File: src/design/kb_link_pkg.sv
/*
 package for the keyboard serial handshake link: timing counts, register map,
 reserved codes and the bus request carrier.
 assumes a 20 MHz system clock and a 32-bit classic wishbone master.
*/
package kb_link_pkg;

	// system clock
	localparam int unsigned CLK_HZ = 20_000_000;

	// word layout
	localparam int unsigned WORD_BITS = 9;
	localparam int unsigned DATA_BITS = 8;
	localparam int unsigned KEY_BITS  = 7;
	localparam int unsigned MAKE_POS  = 7;

	// link timing, figures in their own units
	localparam int unsigned T_REQUEST_TO_ACK_MS     = 250;
	localparam int unsigned T_ACK_HIGH_TO_REQUEST_MS = 1;
	localparam int unsigned T_DATA_TO_REQUEST_NS    = 0;

	// longest wait for the acknowledge, rounded down
	localparam int unsigned REQUEST_TO_ACK_CYCLES = T_REQUEST_TO_ACK_MS * (CLK_HZ / 1000);
	// longest ack-high to request-low gap, rounded down
	localparam int unsigned ACK_HIGH_TO_REQUEST_CYCLES = T_ACK_HIGH_TO_REQUEST_MS * (CLK_HZ / 1000);
	// least data setup before request low, rounded up, at least one cycle
	localparam int unsigned DATA_TO_REQUEST_CYCLES =
		((T_DATA_TO_REQUEST_NS * (CLK_HZ / 1_000_000) + 999) / 1000 < 1) ? 1 :
		(T_DATA_TO_REQUEST_NS * (CLK_HZ / 1_000_000) + 999) / 1000;

	// reserved codes
	localparam logic [7:0] CODE_OVERFLOW = 8'hfe;
	localparam logic [7:0] CODE_DEAD     = 8'hff;

	// event queue
	localparam int unsigned QUEUE_DEPTH = 8;

	// register byte addresses
	localparam logic [7:0] REG_EVENT    = 8'h00;
	localparam logic [7:0] REG_CTRL     = 8'h04;
	localparam logic [7:0] REG_STATUS   = 8'h08;
	localparam logic [7:0] REG_IRQ_STAT = 8'h0c;
	localparam logic [7:0] REG_IRQ_MASK = 8'h10;

	// control fields
	localparam int unsigned CTRL_EN_POS   = 0;
	localparam int unsigned CTRL_DEAD_POS = 1;
	localparam logic [1:0]  CTRL_RESET    = 2'h1;

	// interrupt fields
	localparam int unsigned IRQ_BITS     = 3;
	localparam int unsigned IRQ_SENT_POS = 0;
	localparam int unsigned IRQ_TMO_POS  = 1;
	localparam int unsigned IRQ_OVF_POS  = 2;
	localparam logic [2:0]  IRQ_MASK_RESET = 3'h0;

	// key event
	typedef struct packed {
		logic       make;
		logic [6:0] key;
	} kb_event_s;

	// classic wishbone request from the master
	typedef struct packed {
		logic        cyc;
		logic        stb;
		logic        we;
		logic [3:0]  sel;
		logic [7:0]  adr;
		logic [31:0] dat;
	} wb_req_s;

endpackage : kb_link_pkg

File: src/design/kb_link_top.sv
/*
 keyboard end of the bit-serial request/acknowledge link, with an event queue
 that software fills over classic wishbone, and a masked interrupt.
 assumes host_ack_i is asynchronous and the host answers each request low.
*/
// The register addresses and the Wishbone interface to the registers were chosen for this implementation.
module kb_link_top
	import kb_link_pkg::*;
#(
	parameter int unsigned TIMEOUT_CYCLES   = kb_link_pkg::REQUEST_TO_ACK_CYCLES,
	parameter int unsigned REQ_SETUP_CYCLES = kb_link_pkg::DATA_TO_REQUEST_CYCLES,
	parameter int unsigned DEPTH            = kb_link_pkg::QUEUE_DEPTH
)
(
	// clock, reset, enable
	input  wire logic              clk_i,
	input  wire logic              rst_i,
	input  wire logic              ce_i,
	// register bus
	input  kb_link_pkg::wb_req_s   wb_i,
	output logic                   wb_ack_o,
	output logic [31:0]            wb_dat_o,
	// interrupt
	output logic                   irq_o,
	// link pins
	input  wire logic              host_ack_i,
	output logic                   kb_request_o,
	output logic                   kb_serial_data_o
);
	typedef enum {
		ST_IDLE,
		ST_SETUP,
		ST_WAIT_FALL,
		ST_WAIT_RISE
	} link_state_e;
	localparam int unsigned PTR_W = $clog2(DEPTH);
	localparam int unsigned TMO_W = $clog2(TIMEOUT_CYCLES + 1);
	localparam int unsigned SET_W = $clog2(REQ_SETUP_CYCLES + 1);
	localparam int unsigned BIT_W = $clog2(WORD_BITS);
	// serial level of one bit of the word; the stop position reads low
	function automatic logic word_bit(input logic [7:0] w, input logic [BIT_W-1:0] idx);
		logic b;
		b = 1'b0;
		if (idx < BIT_W'(DATA_BITS))
			b = w[idx[2:0]];
		return b;
	endfunction : word_bit
	// bus access decode
	logic bus_req;
	logic bus_wr;
	logic bus_rd;
	assign bus_req = wb_i.cyc & wb_i.stb & ~wb_ack_o;
	assign bus_wr  = bus_req & wb_i.we & wb_i.sel[0];
	assign bus_rd  = bus_req & ~wb_i.we;
	// acknowledge pin
	logic ack_level;
	logic ack_rise;
	logic ack_fall;
	kb_ack_sync u_ack_sync
	(
		.clk_i   (clk_i),
		.rst_i   (rst_i),
		.ce_i    (ce_i),
		.pin_i   (host_ack_i),
		.level_o (ack_level),
		.rise_o  (ack_rise),
		.fall_o  (ack_fall)
	);
	// control register
	logic [1:0] ctrl_q;
	logic       dead_req_q;
	always_ff @(posedge clk_i)
	begin
		if (rst_i)
			ctrl_q <= CTRL_RESET;
		else if (ce_i && bus_wr && wb_i.adr == REG_CTRL)
			ctrl_q <= wb_i.dat[1:0];
	end
	// event queue
	kb_event_s            queue_mem [DEPTH];
	logic [PTR_W-1:0]     wr_ptr_q;
	logic [PTR_W-1:0]     rd_ptr_q;
	logic [PTR_W:0]       count_q;
	logic                 q_full;
	logic                 q_empty;
	logic                 push;
	logic                 pop;
	logic                 push_try;
	kb_event_s            push_ev;
	assign q_full   = count_q == (PTR_W+1)'(DEPTH);
	assign q_empty  = count_q == '0;
	assign push_ev  = kb_event_s'(wb_i.dat[7:0]);
	assign push_try = ce_i & bus_wr & (wb_i.adr == REG_EVENT) &
		(wb_i.dat[7:0] != CODE_OVERFLOW) & (wb_i.dat[7:0] != CODE_DEAD);
	assign push     = push_try & ~q_full;
	always_ff @(posedge clk_i)
	begin
		if (push)
			queue_mem[wr_ptr_q] <= push_ev;
	end
	always_ff @(posedge clk_i)
	begin
		if (rst_i)
		begin
			wr_ptr_q <= '0;
			rd_ptr_q <= '0;
			count_q  <= '0;
		end
		else if (ce_i)
		begin
			if (push)
				wr_ptr_q <= (wr_ptr_q == PTR_W'(DEPTH - 1)) ? '0 : wr_ptr_q + 1'b1;
			if (pop)
				rd_ptr_q <= (rd_ptr_q == PTR_W'(DEPTH - 1)) ? '0 : rd_ptr_q + 1'b1;
			count_q <= count_q + (PTR_W+1)'(push) - (PTR_W+1)'(pop);
		end
	end
	// pending reserved reports; a new request wins over the clear at start
	logic ovf_pend_q;
	logic start_ovf;
	logic start_dead;
	always_ff @(posedge clk_i)
	begin
		if (rst_i)
		begin
			ovf_pend_q <= 1'b0;
			dead_req_q <= 1'b0;
		end
		else if (ce_i)
		begin
			ovf_pend_q <= (ovf_pend_q & ~start_ovf) | (push_try & q_full);
			dead_req_q <= (dead_req_q & ~start_dead) |
				(bus_wr & (wb_i.adr == REG_CTRL) & wb_i.dat[CTRL_DEAD_POS]);
		end
	end
	// link sequencer
	link_state_e          state_q;
	logic [7:0]           word_q;
	logic [BIT_W-1:0]     bit_q;
	logic [TMO_W-1:0]     tmo_q;
	logic [SET_W-1:0]     setup_q;
	logic                 can_start;
	logic                 tmo_hit;
	logic                 ev_sent;
	logic                 ev_tmo;
	// dead report first, then overflow, then queued keys
	assign can_start  = (state_q == ST_IDLE) & ctrl_q[CTRL_EN_POS] & ce_i;
	assign start_dead = can_start & dead_req_q;
	assign start_ovf  = can_start & ~dead_req_q & ovf_pend_q;
	assign pop        = can_start & ~dead_req_q & ~ovf_pend_q & ~q_empty;
	assign tmo_hit    = tmo_q == TMO_W'(TIMEOUT_CYCLES - 1);
	assign ev_sent    = ce_i & (state_q == ST_WAIT_RISE) & ack_rise & (bit_q == BIT_W'(WORD_BITS - 1));
	assign ev_tmo     = ce_i & (state_q == ST_WAIT_FALL) & ~ack_fall & tmo_hit;
	always_ff @(posedge clk_i)
	begin
		if (rst_i)
		begin
			state_q          <= ST_IDLE;
			word_q           <= '0;
			bit_q            <= '0;
			setup_q          <= '0;
			kb_request_o     <= 1'b1;
			kb_serial_data_o <= 1'b1;
		end
		else if (ce_i)
		begin
			case (state_q)
				ST_IDLE:
				begin
					if (start_dead || start_ovf || pop)
					begin
						word_q           <= start_dead ? CODE_DEAD : start_ovf ? CODE_OVERFLOW : queue_mem[rd_ptr_q];
						bit_q            <= '0;
						setup_q          <= '0;
						kb_serial_data_o <= start_dead ? CODE_DEAD[0] : start_ovf ? CODE_OVERFLOW[0] :
							queue_mem[rd_ptr_q][0];
						state_q          <= ST_SETUP;
					end
				end
				ST_SETUP:
				begin
					if (setup_q == SET_W'(REQ_SETUP_CYCLES - 1))
					begin
						kb_request_o <= 1'b0;
						state_q      <= ST_WAIT_FALL;
					end
					else
						setup_q <= setup_q + 1'b1;
				end
				ST_WAIT_FALL:
				begin
					if (ack_fall)
					begin
						kb_request_o <= 1'b1;
						if (bit_q == BIT_W'(WORD_BITS - 1))
							kb_serial_data_o <= 1'b1;
						state_q <= ST_WAIT_RISE;
					end
					else if (tmo_hit)
					begin
						kb_request_o     <= 1'b1;
						kb_serial_data_o <= word_q[0];
						bit_q            <= '0;
						setup_q          <= '0;
						state_q          <= ST_SETUP;
					end
				end
				ST_WAIT_RISE:
				begin
					if (ack_rise)
					begin
						if (bit_q == BIT_W'(WORD_BITS - 1))
						begin
							kb_serial_data_o <= 1'b1;
							state_q          <= ST_IDLE;
						end
						else
						begin
							bit_q            <= bit_q + 1'b1;
							kb_serial_data_o <= word_bit(word_q, bit_q + 1'b1);
							setup_q          <= '0;
							state_q          <= ST_SETUP;
						end
					end
				end
				default:
				begin
					state_q      <= ST_IDLE;
					kb_request_o <= 1'b1;
				end
			endcase
		end
	end

	always_ff @(posedge clk_i)
	begin
		if (rst_i)
			tmo_q <= '0;
		else if (ce_i)
		begin
			if (state_q != ST_WAIT_FALL || ack_fall || tmo_hit)
				tmo_q <= '0;
			else
				tmo_q <= tmo_q + 1'b1;
		end
	end

	// interrupt status, read clears; a new event wins over the clear
	logic [IRQ_BITS-1:0] irq_stat_q;
	logic [IRQ_BITS-1:0] irq_mask_q;
	logic [IRQ_BITS-1:0] irq_set;
	logic                stat_rd;

	assign irq_set = {push_try & q_full, ev_tmo, ev_sent};
	assign stat_rd = ce_i & bus_rd & (wb_i.adr == REG_IRQ_STAT);

	always_ff @(posedge clk_i)
	begin
		if (rst_i)
			irq_stat_q <= '0;
		else if (ce_i)
			irq_stat_q <= (irq_stat_q & ~{IRQ_BITS{stat_rd}}) | irq_set;
	end

	always_ff @(posedge clk_i)
	begin
		if (rst_i)
			irq_mask_q <= IRQ_MASK_RESET;
		else if (ce_i && bus_wr && wb_i.adr == REG_IRQ_MASK)
			irq_mask_q <= wb_i.dat[IRQ_BITS-1:0];
	end

	always_ff @(posedge clk_i)
	begin
		if (rst_i)
			irq_o <= 1'b0;
		else if (ce_i)
			irq_o <= |(irq_stat_q & irq_mask_q);
	end

	// bus answer: one wait state, unmapped reads give zero
	always_ff @(posedge clk_i)
	begin
		if (rst_i)
		begin
			wb_ack_o <= 1'b0;
			wb_dat_o <= '0;
		end
		else if (ce_i)
		begin
			wb_ack_o <= bus_req;
			wb_dat_o <= '0;
			if (bus_rd)
			begin
				case (wb_i.adr)
					REG_CTRL:     wb_dat_o <= {30'h0, ctrl_q};
					REG_STATUS:   wb_dat_o <= {4'(count_q), 12'h0, 7'h0, ack_level, 3'h0, q_full, q_empty,
						state_q != ST_IDLE, 1'b0, ovf_pend_q};
					REG_IRQ_STAT: wb_dat_o <= {29'h0, irq_stat_q};
					REG_IRQ_MASK: wb_dat_o <= {29'h0, irq_mask_q};
					default:      wb_dat_o <= '0;
				endcase
			end
		end
	end

endmodule : kb_link_top

File: src/design/kb_ack_sync.sv
/*
 two-flop synchroniser with edge detection for the acknowledge pin.
 assumes the pin idles high and is asynchronous to clk_i.
*/
module kb_ack_sync
(
	// clock, reset, enable
	input  wire logic clk_i,
	input  wire logic rst_i,
	input  wire logic ce_i,
	// pin and decoded level
	input  wire logic pin_i,
	output logic      level_o,
	output logic      rise_o,
	output logic      fall_o
);

	logic meta_q;
	logic sync_q;
	logic last_q;

	// first flop feeds only the second
	always_ff @(posedge clk_i)
	begin
		if (rst_i)
		begin
			meta_q <= 1'b1;
			sync_q <= 1'b1;
			last_q <= 1'b1;
		end
		else if (ce_i)
		begin
			meta_q <= pin_i;
			sync_q <= meta_q;
			last_q <= sync_q;
		end
	end

	assign level_o = sync_q;
	assign rise_o  = ce_i & sync_q & ~last_q;
	assign fall_o  = ce_i & ~sync_q & last_q;

endmodule : kb_ack_sync

File: config.mk
export PLATFORM = sky130hd
export DESIGN_NAME = kb_link_top
export DESIGN_NICKNAME = d
export VERILOG_FILES = /design/src/design/kb_link_pkg.sv /design/src/design/kb_link_top.sv /design/src/design/kb_ack_sync.sv
export SDC_FILE = /design/constraint.sdc
export NUM_CORES = 1
export LEC_CHECK = 0
export BUFFER_PORTS_ARGS = -buffer_cell sky130_fd_sc_hd__buf_2
export CAP_MARGIN = 20
export CORE_MARGIN = 2
export CORE_UTILIZATION = 57
export CTS_BUF_LIST = sky130_fd_sc_hd__clkbuf_8 sky130_fd_sc_hd__clkbuf_16
export CTS_CLUSTER_DIAMETER = 200
export DETAILED_ROUTE_END_ITERATION = 12
export PLACE_DENSITY = 0.79
export SYNTH_ARGS = -nofsm -noshare
export SYNTH_HDL_FRONTEND = slang
export SYNTH_SLANG_ARGS = --single-unit
File: constraint.sdc
create_clock -name clk_i -period 4.1 [get_ports clk_i]
set_clock_uncertainty 0.15 [all_clocks]
set_input_delay 0.615 -clock clk_i [delete_from_list [all_inputs] [get_ports clk_i]]
set_output_delay 0.615 -clock clk_i [all_outputs]
set_load 0.03 [all_outputs]
# After elaboration in Yosys (flattened, before gate mapping)
# Memories as Yosys holds them, arrays and structs flattened. A register that Yosys moved wholly into a read port is not among the register bits.
# Cells that the tools add are included.
# op_classes
n_bitwise	52
n_addsub	7
n_mux	47
reduce_logical	24
magnitude_cmp	2
eq_ne	25
# ops
operator	n
one-hot mux 32 bit (4 select lines)	2
2-to-1 mux 32 bit	6
equality test 32 x 2 -> 1 bit, second input constant	2
equality test 32 x 3 -> 1 bit, second input constant	2
zero test 32 bit	2
bitwise AND 1 bit	34
equality test 32 x 1 -> 1 bit, second input constant	1
!= test 32 x 3 -> 1 bit, second input constant	1
nonzero test 32 bit	1
adder 23 x 1 -> 23 bit, second input constant	1
equality test 23 bit, second input constant	1
2-to-1 mux 23 bit	1
2-to-1 mux 1 bit	22
2-to-1 mux 4 bit	5
equality test 8 x 4 -> 1 bit, second input constant	2
2-to-1 mux 8 bit	2
!= test 8 bit, second input constant	2
AND reduction 7 bit	2
2-to-1 mux 3 bit	4
!= test 2 bit, second input constant	6
inverter 1 bit	12
one-hot mux 4 bit (3 select lines)	1
equality test 4 bit, second input constant	2
equality test 8 x 3 -> 1 bit, second input constant	1
30 further kinds	42
# totals
n_memories	1
ram_bits	64
ff_bits	127
# mem_list
memory	depth	word_bits	rd	rd_ports_with_merged_regs	wr	line_no	rtl
queue_mem	8	8	1	1	1	kb_link_top.sv:80	kb_event_s queue_mem [DEPTH];

# Depth between registers and ports, before layout
# Gate-level depths: netlist of the first run.
# depth
ltp_word	11
depth_mapped	14
depth_no_buf	12

# Cells and area by module
# A second synthesis of the first run with hierarchy kept.
# hier_totals
cells_unflattened	554
hier_area_um2	6431.2
# by_module_without_submodules
module	area_per_inst_um2	seq_area_each_um2	instances	cells_each
kb_link_top	6309.8	3403.3	1	542
kb_ack_sync	121.4	60.1	1	12

# Worst setup path before layout of the first run
# No wires, ideal clock.
# synth_path
path_kind	input to register
from	input ce_i
to	register count_q[2]
path_slack_ns	0.593
n_path_buf	1
path_stages	11
arrival_ns	3.271
setup_time_ns	0.086
path_cell_list	buf_2 > nand4b_1 > or4_1 > nor4b_2 > inv_1 > ha_1 > inv_1 > ha_1 > fa_1 > xnor2_1 > a211oi_1
# synth_between
elab_chain_len	7
elab_cells_between_ends	11
# synth_lines
item	line_no	rtl
start: declaration	kb_link_top.sv:18	input wire logic ce_i,
bitwise AND 1 bit (3 in a row)	kb_link_top.sv:93	assign push_try = ce_i & bus_wr & (wb_i.adr == REG_EVENT) &
bitwise AND 1 bit	kb_link_top.sv:94	(wb_i.dat[7:0] != CODE_OVERFLOW) & (wb_i.dat[7:0] != CODE_DEAD);
bitwise AND 1 bit	kb_link_top.sv:95	assign push = push_try & ~q_full;
adder 4 x 1 -> 4 bit	kb_link_top.sv:115	count_q <= count_q + (PTR_W+1)'(push) - (PTR_W+1)'(pop);
subtractor 4 x 1 -> 4 bit	kb_link_top.sv:115	
end signal: assignment	kb_link_top.sv:115	
end: declaration	kb_link_top.sv:83	logic [PTR_W:0] count_q;
# Several ways; a longest one is shown, not always the timed one.
# A chain may end at the register's enable or synchronous reset.

# Worst setup path after layout of the first run
# layout_path
from	register state_q[1]
to	register count_q[2]
# layout_between
elab_chain_len	7
# layout_lines
item	line_no	rtl
start: declaration	kb_link_top.sv:137	link_state_e state_q;
start signal: assignment	kb_link_top.sv:158	state_q <= ST_IDLE;
start signal: assignment	kb_link_top.sv:177	state_q <= ST_SETUP;
start signal: assignment	kb_link_top.sv:185	state_q <= ST_WAIT_FALL;
zero test 32 bit	kb_link_top.sv:147	assign can_start = (state_q == ST_IDLE) & ctrl_q[CTRL_EN_POS] & ce_i;
bitwise AND 1 bit (2 in a row)	kb_link_top.sv:147	
bitwise AND 1 bit (3 in a row)	kb_link_top.sv:150	assign pop = can_start & ~dead_req_q & ~ovf_pend_q & ~q_empty;
subtractor 4 x 1 -> 4 bit	kb_link_top.sv:115	
# Every way passes these cells.

==> results of run 1 <==
==> Yosys cell counts, drive strengths merged (2+ instances only) <==
| cell type | count |
|---|---|
| a211oi | 11 |
| a21o | 3 |
| a21oi | 20 |
| a22oi | 8 |
| a311oi | 4 |
| a31oi | 3 |
| a32o | 3 |
| and3 | 4 |
| and3b | 2 |
| and4 | 3 |
| buf | 28 |
| clkbuf | 18 |
| dfxtp | 77 |
| edfxtp | 64 |
| ha | 18 |
| inv | 19 |
| mux2 | 2 |
| mux2i | 21 |
| mux4 | 16 |
| nand2 | 25 |
| nand2b | 3 |
| nand3 | 16 |
| nand3b | 3 |
| nand4 | 10 |
| nand4b | 3 |
| nor2 | 74 |
| nor2b | 5 |
| nor3 | 15 |
| nor3b | 5 |
| nor4 | 4 |
| nor4b | 2 |
| o21ai | 6 |
| o31ai | 2 |
| or3b | 2 |
| or4 | 9 |
| xnor2 | 16 |
| xor2 | 11 |
==> placed cells by master, fill, tap and decap left out, types with 4 or more instances in the layout <==
cell type	count
nand3_1	16
a22oi_1	8
ha_1	18
or4_1	8
nor3_1	14
nor3b_1	5
a211oi_1	11
xnor2_1	16
nand2_1	25
a311oi_1	4
mux2i_1	21
xor2_1	11
clkbuf_16	16
buf_2	37
edfxtp_1	64
a21oi_1	20
nor4_1	4
mux4_2	16
buf_4	13
nor2b_1	5
dfxtp_1	77
o21ai_0	5
nor2_1	74
inv_1	21
nand4_1	10
conb_1	22
==> layer usage <==
metal | vias to the layer above | global-route usage [%]
li1 | 2110 | -
met1 | 2196 | 30.4
met2 | 124 | 37.2
met3 | 20 | 7.23
met4 | 2 | 8.68
met5 | - | 0
==> stage by stage <==
step | utilization, % | instances | worst slack, ns | instance area, um2
final | 66.6 | 756 | 0.765 | 7250
after global routing | 66.6 | 756 | 0.555 | 7250
after CTS | 66.6 | 756 | 0.789 | 7250
after detailed placement | 61.4 | 724 | 0.462 | 6690
after global placement | 61.4 | 724 | 0.566 | 6690
after floorplan | - | 580 | 0.593 | 6490
==> sequential cells by signal (all words and copies together) (netlist names), named ones only <==
| name | flops |
|---|---|
| queue_mem | 64 |
| tmo_q | 23 |
| bit_q | 4 |
| wb_dat_o | 10 |
| wb_ack_o | 1 |
| wr_ptr_q | 3 |
| dead_req_q | 1 |
| word_q | 8 |
| kb_request_o | 1 |
| irq_o | 1 |
| irq_mask_q | 3 |
| irq_stat_q | 3 |
| u_ack_sync.meta_q | 1 |
| rd_ptr_q | 3 |
| u_ack_sync.level_o | 1 |
| kb_serial_data_o | 1 |
| ctrl_q | 2 |
| u_ack_sync.last_q | 1 |
| ovf_pend_q | 1 |
| state_q | 2 |
| count_q | 4 |
==> cell type report <==
| type | instances | area share [%] |
|---|---|---|
| clock buffer | 17 | 5.71 |
| sequential | 141 | 47.8 |
| inverter | 19 | 0.984 |
| clock inverter | 15 | 2.04 |
| multi-input combinational | 374 | 37.2 |
| timing repair buffer | 50 | 3.90 |
| tap | 140 | 2.42 |
==> tightest hold or removal path, delay by kind of cell <==
family / cells / cell delay [ns]
muxes: 1 / 0.06
and+or+nand+nor: 1 / 0.06
buffers and inverters: 1 / 0.08
==> report_power, final <==
group | switching (mW) | total (mW) | internal (mW)
combinational | 0.385 | 0.686 | 0.301
sequential | 0.0807 | 1.62 | 1.53
clock | 0.588 | 1.45 | 0.862
total | 1.05 | 3.75 | 2.70
==> kinds of logic after synthesis <==
family                     count (synthesis)  synth area share [%]
other                                      1                0.0585
DFF                                      141                  54.1
buffers and inverters                     65                  5.16
muxes                                     39                  9.26
adders and majority gates                 19                  3.83
and+or+nand+nor                          193                  15.7
xor gates and xnor gates                  27                  3.69
AOI/OAI and AO/OA                         74                  8.22
==> worst max path at each step <==
| stage | cells past startpoint | to | from | slack [ns] |
|---|---|---|---|---|
| floorplan | 11 | count_q[2] | ce_i | 0.59 |
| global placement | 11 | count_q[2] | ce_i | 0.57 |
| detailed placement | 11 | count_q[2] | ce_i | 0.46 |
| CTS | 11 | count_q[2] | state_q[1] | 0.79 |
| global route | 12 | count_q[3] | state_q[1] | 0.55 |
| finish | 11 | count_q[2] | state_q[1] | 0.76 |
==> impl_metrics.tcl, run 1 <==
set metrics [dict create \
    dr_total_vias 4452 \
    met1_length_mm 5.85 \
    synth_warnings 0 \
    p_total_mw 3.75 \
    end_kind "flop" \
    ctsResizeCount 0 \
    status "finished, final reports clean" \
    grt_pass1_wl_mm 21.1 \
    grt_max_degree 51 \
    cts.sink_count 141 \
    holdBufCountCts 0 \
    cts-htree-levels 4 \
    p_leak_nw 2.59 \
    fmax_mhz 300 \
    grt_pass1_vias 4279 \
    grt.total_usage_pct 23.5 \
    synth_top_area_cell "edfxtp_1" \
    wl_mm 13.1 \
    initial_core_util_pct 58.8 \
    report.final.hold_viol_count 0 \
    slowest_stage "or4_1" \
    worst-slew-pin-transition_ns 0.907 \
    drive_above_1_share_pct 17.4 \
    regToRegSetupSlack_ns 0.76 \
    hold_class "primary input to flop" \
    cp-start-kind "flop" \
    path_cells "inv_1, ha_1, nand3_1, or4_1, inv_1, ha_1, inv_1, ha_1, fa_1, xnor2_1, a211oi_1" \
    synthFlopType "dfxtp_1" \
    whs_ns 0.159 \
    io_buffers 37 \
    rsz0062_at_grt "false" \
    r2r-start "state_q[1]" \
    highest_layer "met5" \
    critPathBufInv 3 \
    cts_made_buffers 17 \
    fin_nets 673 \
    drcViolationCount 0 \
    synth_cells 559 \
    overflow 0 \
    arrival_ns 3.62 \
    syn2layout_area_growth_pct 13.1 \
    syn_area_per_cell_um2 11.5 \
    dr.pass1.iters 7 \
    max-cap-violations 0 \
    p_per_area_nw_per_um2 518 \
    multiInputGateArea_um2 2690 \
    gp_congestion 0.865 \
    rows 38 \
    route.met2.wl_mm 6.35 \
    clkTransAtPathRegs_ns 0.06 \
    cp_max_fo 9 \
    synthArstFlopShare_pct 0 \
    ios 87 \
    required_ns 4.39 \
    relSlewSlack_pct 39.5 \
    ys_seq_area_share_pct 54.1 \
    cts_tree "built" \
    synth.top_cell.area_share_pct 30.0 \
    clockRootBuffer "clkbuf_8" \
    die-area_um2 12100 \
    tns_ns 0 \
    hold_depth 3 \
    fillers 779 \
    ys_top_cells_by_area "edfxtp_1 30%, dfxtp_1 24%, mux4_2 5.6%" \
    die_h_um 110 \
    synth_edf_count 64 \
    timing.final.crit_period_ns 3.34 \
    ys_ff_latch 141 \
    postRouteAntennaNets 0 \
    clk_latency_ns 0.54 \
    worstReg2RegEnd "count_q[2]" \
    netlist_area_um2 6410 \
    period_share_pct 81.3 \
    drv_slew 0 \
    vias_per_cell 5.89 \
    die_w_um 110 \
    hold-path-endpoint "u_ack_sync.meta_q" \
    antenna_found_initial 1 \
    antenna_cells 0 \
    hpwl_mm 9.08 \
    critical-path-max-stage-delay_ns 0.72 \
    clockBufferDepth 2 \
    cp_top_family "adder cells" \
    seq_area_um2 3460 \
    peakVddDrop_uv 308 \
    setup_viol 0 \
    path_class "flop to flop" \
    netlist-cell-type-count 68 \
    rr_worst_depth 11 \
    post_drt_wl_per_cell_um 17.3 \
    worstHoldStart "host_ack_i" \
    core_area_um2 10900 \
    drt_iter0_markers 360 \
    met3_length_um 665 \
    post-cts-setup-buffers 0 \
]
Note: power is estimated with default switching activity, not from simulation.
==> run 2, diff against run 1 <==
Settings changed: CORE_UTILIZATION 57 to 52, PLACE_DENSITY 0.79 to 0.76.
Clock period 4.1 ns to 2.7 ns, I/O delays scaled along.
==> impl_metrics.tcl, run 2 (same netlist as run 1, synthesis figures left out) <==
set metrics [dict create \
    drive_above_1_share_pct 25.6 \
    hold_class "primary input to flop" \
    clockBufferDepth 2 \
    wl_mm 13.5 \
    violations "setup timing" \
    drv_slew 0 \
    gp_congestion 0.911 \
    final_cell_mix "73 x dfxtp_1, 68 x nor2_1, 64 x edfxtp_1" \
    end_kind "flop" \
    largest_reg_flops 64 \
    fin_nets 706 \
    grt_max_degree 31 \
    io_buffers 37 \
    relSlewSlack_pct 44.7 \
    initial_core_util_pct 53.3 \
    cp-start-kind "flop" \
    pre_cts_slack_ns -0.265 \
    rsz0062_at_grt "true" \
    report.final.hold_viol_count 0 \
    arrival_ns 2.97 \
    cp_max_fo 2 \
    die_h_um 115 \
    ios 87 \
    grt_pass1_vias 4449 \
    peakVddDrop_uv 582 \
    clkTransAtPathRegs_ns 0.06 \
    period_share_pct 103 \
    dr.pass1.iters 8 \
    p_clk_share_pct 38.3 \
    layout_setup_ws_ns -0.0747 \
    largestRegisters "queue_mem: 64 flops, tmo_q: 23 flops, wb_dat_o: 10 flops" \
    grt.total_usage_pct 21.3 \
    required_ns 2.90 \
    grt_pass1_wl_mm 21.6 \
    max-cap-violations 0 \
    swShare_pct 28.3 \
    whs_ns 0.0464 \
    setup_viol 2 \
    switchingPower_mw 1.69 \
    antenna_cells 0 \
    drcViolationCount 0 \
    seqPwrFrac_pct 40.6 \
    cts_tree "built" \
    p_leak_nw 2.79 \
    cts-htree-levels 4 \
    overflow 0 \
    status "finished with violations" \
    antenna_found_initial 0 \
    vias_per_cell 5.75 \
    worst-slew-pin-transition_ns 0.829 \
    p_per_area_nw_per_um2 776 \
    timing.final.crit_period_ns 2.77 \
    drt_iter0_markers 441 \
    fmax_mhz 360 \
    top_register "queue_mem" \
    cts_made_buffers 17 \
    clk_latency_ns 0.43 \
    path_class "flop to flop" \
    cts.sink_count 141 \
    comb_power_share_pct 21.1 \
    syn2layout_area_growth_pct 20.1 \
    rows 40 \
    clockRootBuffer "clkbuf_16" \
    mostFrequentLayoutCell "dfxtp_1" \
    post_drt_wl_per_cell_um 17.0 \
    p_int_mw 4.28 \
    core_area_um2 12000 \
    die_w_um 115 \
    postRouteAntennaNets 0 \
    hpwl_mm 9.08 \
    holdBufCountCts 0 \
    dr_total_vias 4578 \
    die-area_um2 13200 \
]
run 2: cell types whose count changed in the layout (fill, tap and decap cells not counted), moves of 3 or more:
| cell | before | now |
|---|---|---|
| buf_12 | 0 | 6 |
| buf_4 | 13 | 40 |
| dfxtp_1 | 77 | 73 |
| dfxtp_2 | 0 | 4 |
| ha_1 | 18 | 15 |
| inv_2 | 0 | 3 |
| nor2_1 | 74 | 68 |
| nor2_2 | 0 | 6 |
| or4_1 | 8 | 4 |
| or4_4 | 1 | 5 |
run 2: cell type report:
type / count / area, um2
Clock inverter: 15 / 153
Multi-Input combinational cell: 374 / 2790
Clock buffer: 17 / 425
Inverter: 19 / 71.3
Sequential cell: 141 / 3470
Timing Repair Buffer: 83 / 606
Fill cell: 833 / 4320
Tap cell: 147 / 184
run 2: critical path, cell delays in order (launching register included):
cell and delay, ns:
dfxtp_2 0.32, nand4b_1 0.21, or4_4 0.53, nor4b_4 0.23, inv_1 0.11, ha_4 0.27
inv_2 0.04, ha_4 0.16, fa_2 0.33, xnor2_1 0.12, a211oi_1 0.21
run 2: through the flow:
step / util (%) / power (mW) / cell area [um2] / setup TNS (ns) / std cells
4_1_cts: 63.9 / 5.98 / 7680 / -0.118 / 796
2_1_floorplan: - / 3.31 / 6560 / -1.39 / 580
5_1_grt: 64.1 / 6.23 / 7690 / -0.356 / 796
6_report: 64.1 / 5.97 / 7690 / -0.128 / 796
3_3_place_gp: 58.8 / 3.63 / 7060 / -0.626 / 762
3_5_place_dp: 58.8 / 3.67 / 7060 / -0.710 / 762
run 2: timing repair:
item | CTS | global route
setup buffers | 2 | 0
hold endpoints to repair | 0 | 0
pin swaps | 2 | 10
resized for setup | 4 | 7
endpoints found under the setup margin | 3 | 5
run 2: final timing paths:
path,start,end,slack (ns),cells past startpoint
hold / removal,wb_i[1],queue_mem[0][1],0.05,1
setup reg to reg,wb_ack_o,count_q[2],-0.07,10
setup / recovery,wb_ack_o,count_q[2],-0.07,10
hold reg to reg,wb_dat_o[1],wb_dat_o[1],0.33,2
run 2: power by group through the flow:
stage	Combinational, mW	Sequential [mW]	Clock [mW]
2_1_floorplan	0.859	2.45	0
3_3_place_gp	1.16	2.47	0
3_5_place_dp	1.20	2.47	0
4_1_cts	1.24	2.43	2.32
5_1_grt	1.38	2.44	2.41
6_report	1.26	2.43	2.29
run 2: per-layer routing:
metal,up-vias,share of wire [%],global-route usage (%)
met1,2212,43,27.1
met3,17,5.4,5.75
met2,172,51,35.2
met5,-,0,0
li1,2177,-,-
met4,0,1.5,7.71
==> run 3, diff against run 2 <==
Settings changed: RECOVER_POWER set to 25.
==> impl_metrics.tcl, run 3 (same netlist as run 1, synthesis figures left out) <==
set metrics [dict create \
    status "finished with violations" \
    violations "setup timing" \
    r2r-start "wb_ack_o" \
    cp_max_fo 2 \
    cts-htree-levels 4 \
    slowest_stage "or4_4" \
    peakVddDrop_uv 580 \
    worstHoldStart "host_ack_i" \
    grt_pass1_wl_mm 21.6 \
    largest_reg_flops 64 \
    final_cell_mix "73 x dfxtp_1, 68 x nor2_1, 64 x edfxtp_1" \
    cts_tree "built" \
    post_drt_wl_per_cell_um 16.9 \
    relSlewSlack_pct 44.4 \
    largestRegisters "queue_mem: 64 flops, tmo_q: 23 flops, wb_dat_o: 10 flops" \
    wl_mm 13.5 \
    layout_setup_ws_ns -0.0791 \
    fin_nets 706 \
    pre_cts_slack_ns -0.265 \
    ios 87 \
    dr.pass1.iters 5 \
    die_h_um 115 \
    hold_depth 3 \
    die-area_um2 13200 \
    clk_latency_ns 0.43 \
    mostFrequentLayoutCell "dfxtp_1" \
    drive_above_1_share_pct 24.3 \
    regToRegSetupSlack_ns -0.08 \
    top_register "queue_mem" \
    cts_made_buffers 17 \
    max-cap-violations 0 \
    drcViolationCount 0 \
    postLayoutCoreUtil_pct 64.0 \
    postRouteAntennaNets 0 \
    period_share_pct 103 \
    path_cells "nand4b_1, or4_4, nor4b_4, inv_1, ha_4, inv_2, ha_4, fa_2, xnor2_1, a211oi_1" \
    worstReg2RegEnd "count_q[2]" \
    p_per_area_nw_per_um2 777 \
    end_kind "flop" \
    report.final.hold_viol_count 0 \
    gp_congestion 0.911 \
    core_area_um2 12000 \
    required_ns 2.90 \
    vias_per_cell 5.74 \
    hpwl_mm 9.08 \
    crit_top_cell "ha_4" \
    place_inst 762 \
    p_total_mw 5.97 \
    clockBufferDepth 2 \
    final_cells 796 \
    overflow 0 \
    drv_slew 0 \
    critical-path-max-stage-delay_ns 0.53 \
    io_buffers 37 \
    p_leak_nw 2.76 \
    rr_worst_depth 10 \
    worst-slew-pin-transition_ns 0.833 \
    antenna_found_initial 0 \
    dr_total_vias 4571 \
    antenna_cells 0 \
    hold-path-endpoint "u_ack_sync.meta_q" \
    grt_max_degree 31 \
    rows 40 \
    fmax_mhz 360 \
    arrival_ns 2.97 \
    setup_viol 2 \
    die_w_um 115 \
    clkTransAtPathRegs_ns 0.06 \
    hold_class "primary input to flop" \
    syn2layout_area_growth_pct 19.9 \
    grt_pass1_vias 4449 \
    holdBufCountCts 0 \
    clockRootBuffer "clkbuf_16" \
    cp-start-kind "flop" \
    timing.final.crit_period_ns 2.78 \
    rsz0062_at_grt "true" \
    path_class "flop to flop" \
    drt_iter0_markers 474 \
    initial_core_util_pct 53.3 \
    cts.sink_count 141 \
    grt.total_usage_pct 21.3 \
]
run 3: changes by cell type in the layout (fill, tap and decap cells not counted):
cell	delta
clkbuf_1	+8
buf_2	-8
run 3: how the worst max path moves through the flow:
stage                         from  cells after the start          to  slack, ns
after floorplan           wb_i[33]                     10  count_q[2]      -0.33
after global placement    wb_i[33]                     11  count_q[2]      -0.23
after detailed placement  wb_i[33]                     11  count_q[1]      -0.26
after CTS                 wb_ack_o                     10  count_q[2]      -0.05
after global routing      wb_ack_o                     10  count_q[1]      -0.16
final                     wb_ack_o                     10  count_q[2]      -0.08
run 3: power by group:
part	switching, mW	leakage [nW]	internal [mW]
Clock	0.926	0.282	1.36
Sequential	0.0967	1.20	2.33
Combinational	0.667	1.28	0.591
Total	1.69	2.76	4.28
run 3: cell type report:
cell class | instances | area [um2]
Sequential cell | 141 | 3470
Multi-Input combinational cell | 374 | 2790
Inverter | 19 | 71.3
Tap cell | 147 | 184
Fill cell | 839 | 4330
Clock inverter | 15 | 153
Clock buffer | 17 | 425
Timing Repair Buffer | 83 | 596
run 3: stage by stage:
stage	instance area, um2	hold WS (ns)	setup TNS (ns)
finish	7680	0.0527	-0.138
CTS	7680	0.0301	-0.118
detailed placement	7060	0.318	-0.710
global placement	7060	0.296	-0.626
floorplan	6560	0.286	-1.39
global route	7680	0.0574	-0.356
run 3: worst max-delay path: cells and delay by family (launching register included):
kind                       cells  cell delay, ns
adders and majority gates      3            0.76
AOI/OAI and AO/OA              1            0.21
and+or+nand+nor                3            0.98
DFF                            1            0.32
xor gates and xnor gates       1            0.12
buffers and inverters          2            0.15
run 3: what timing repair did:
item                                    in CTS  in global routing
endpoints found under the setup margin       3                  5
endpoints found under the hold margin        0                  0
resized for setup                            4                  7
setup buffers                                2                  0
pin swaps                                    2                 10
run 3: layer usage:
| metal | global-route usage [%] | routed length (um) | part of all wire, % | vias to the layer above |
|---|---|---|---|---|
| li1 | - | - | - | 2174 |
| met3 | 5.75 | 665 | 4.9 | 19 |
| met2 | 35.2 | 6790 | 50 | 149 |
| met1 | 27.1 | 5810 | 43 | 2229 |
| met5 | 0 | 0 | 0 | - |
| met4 | 7.71 | 204 | 1.5 | 0 |
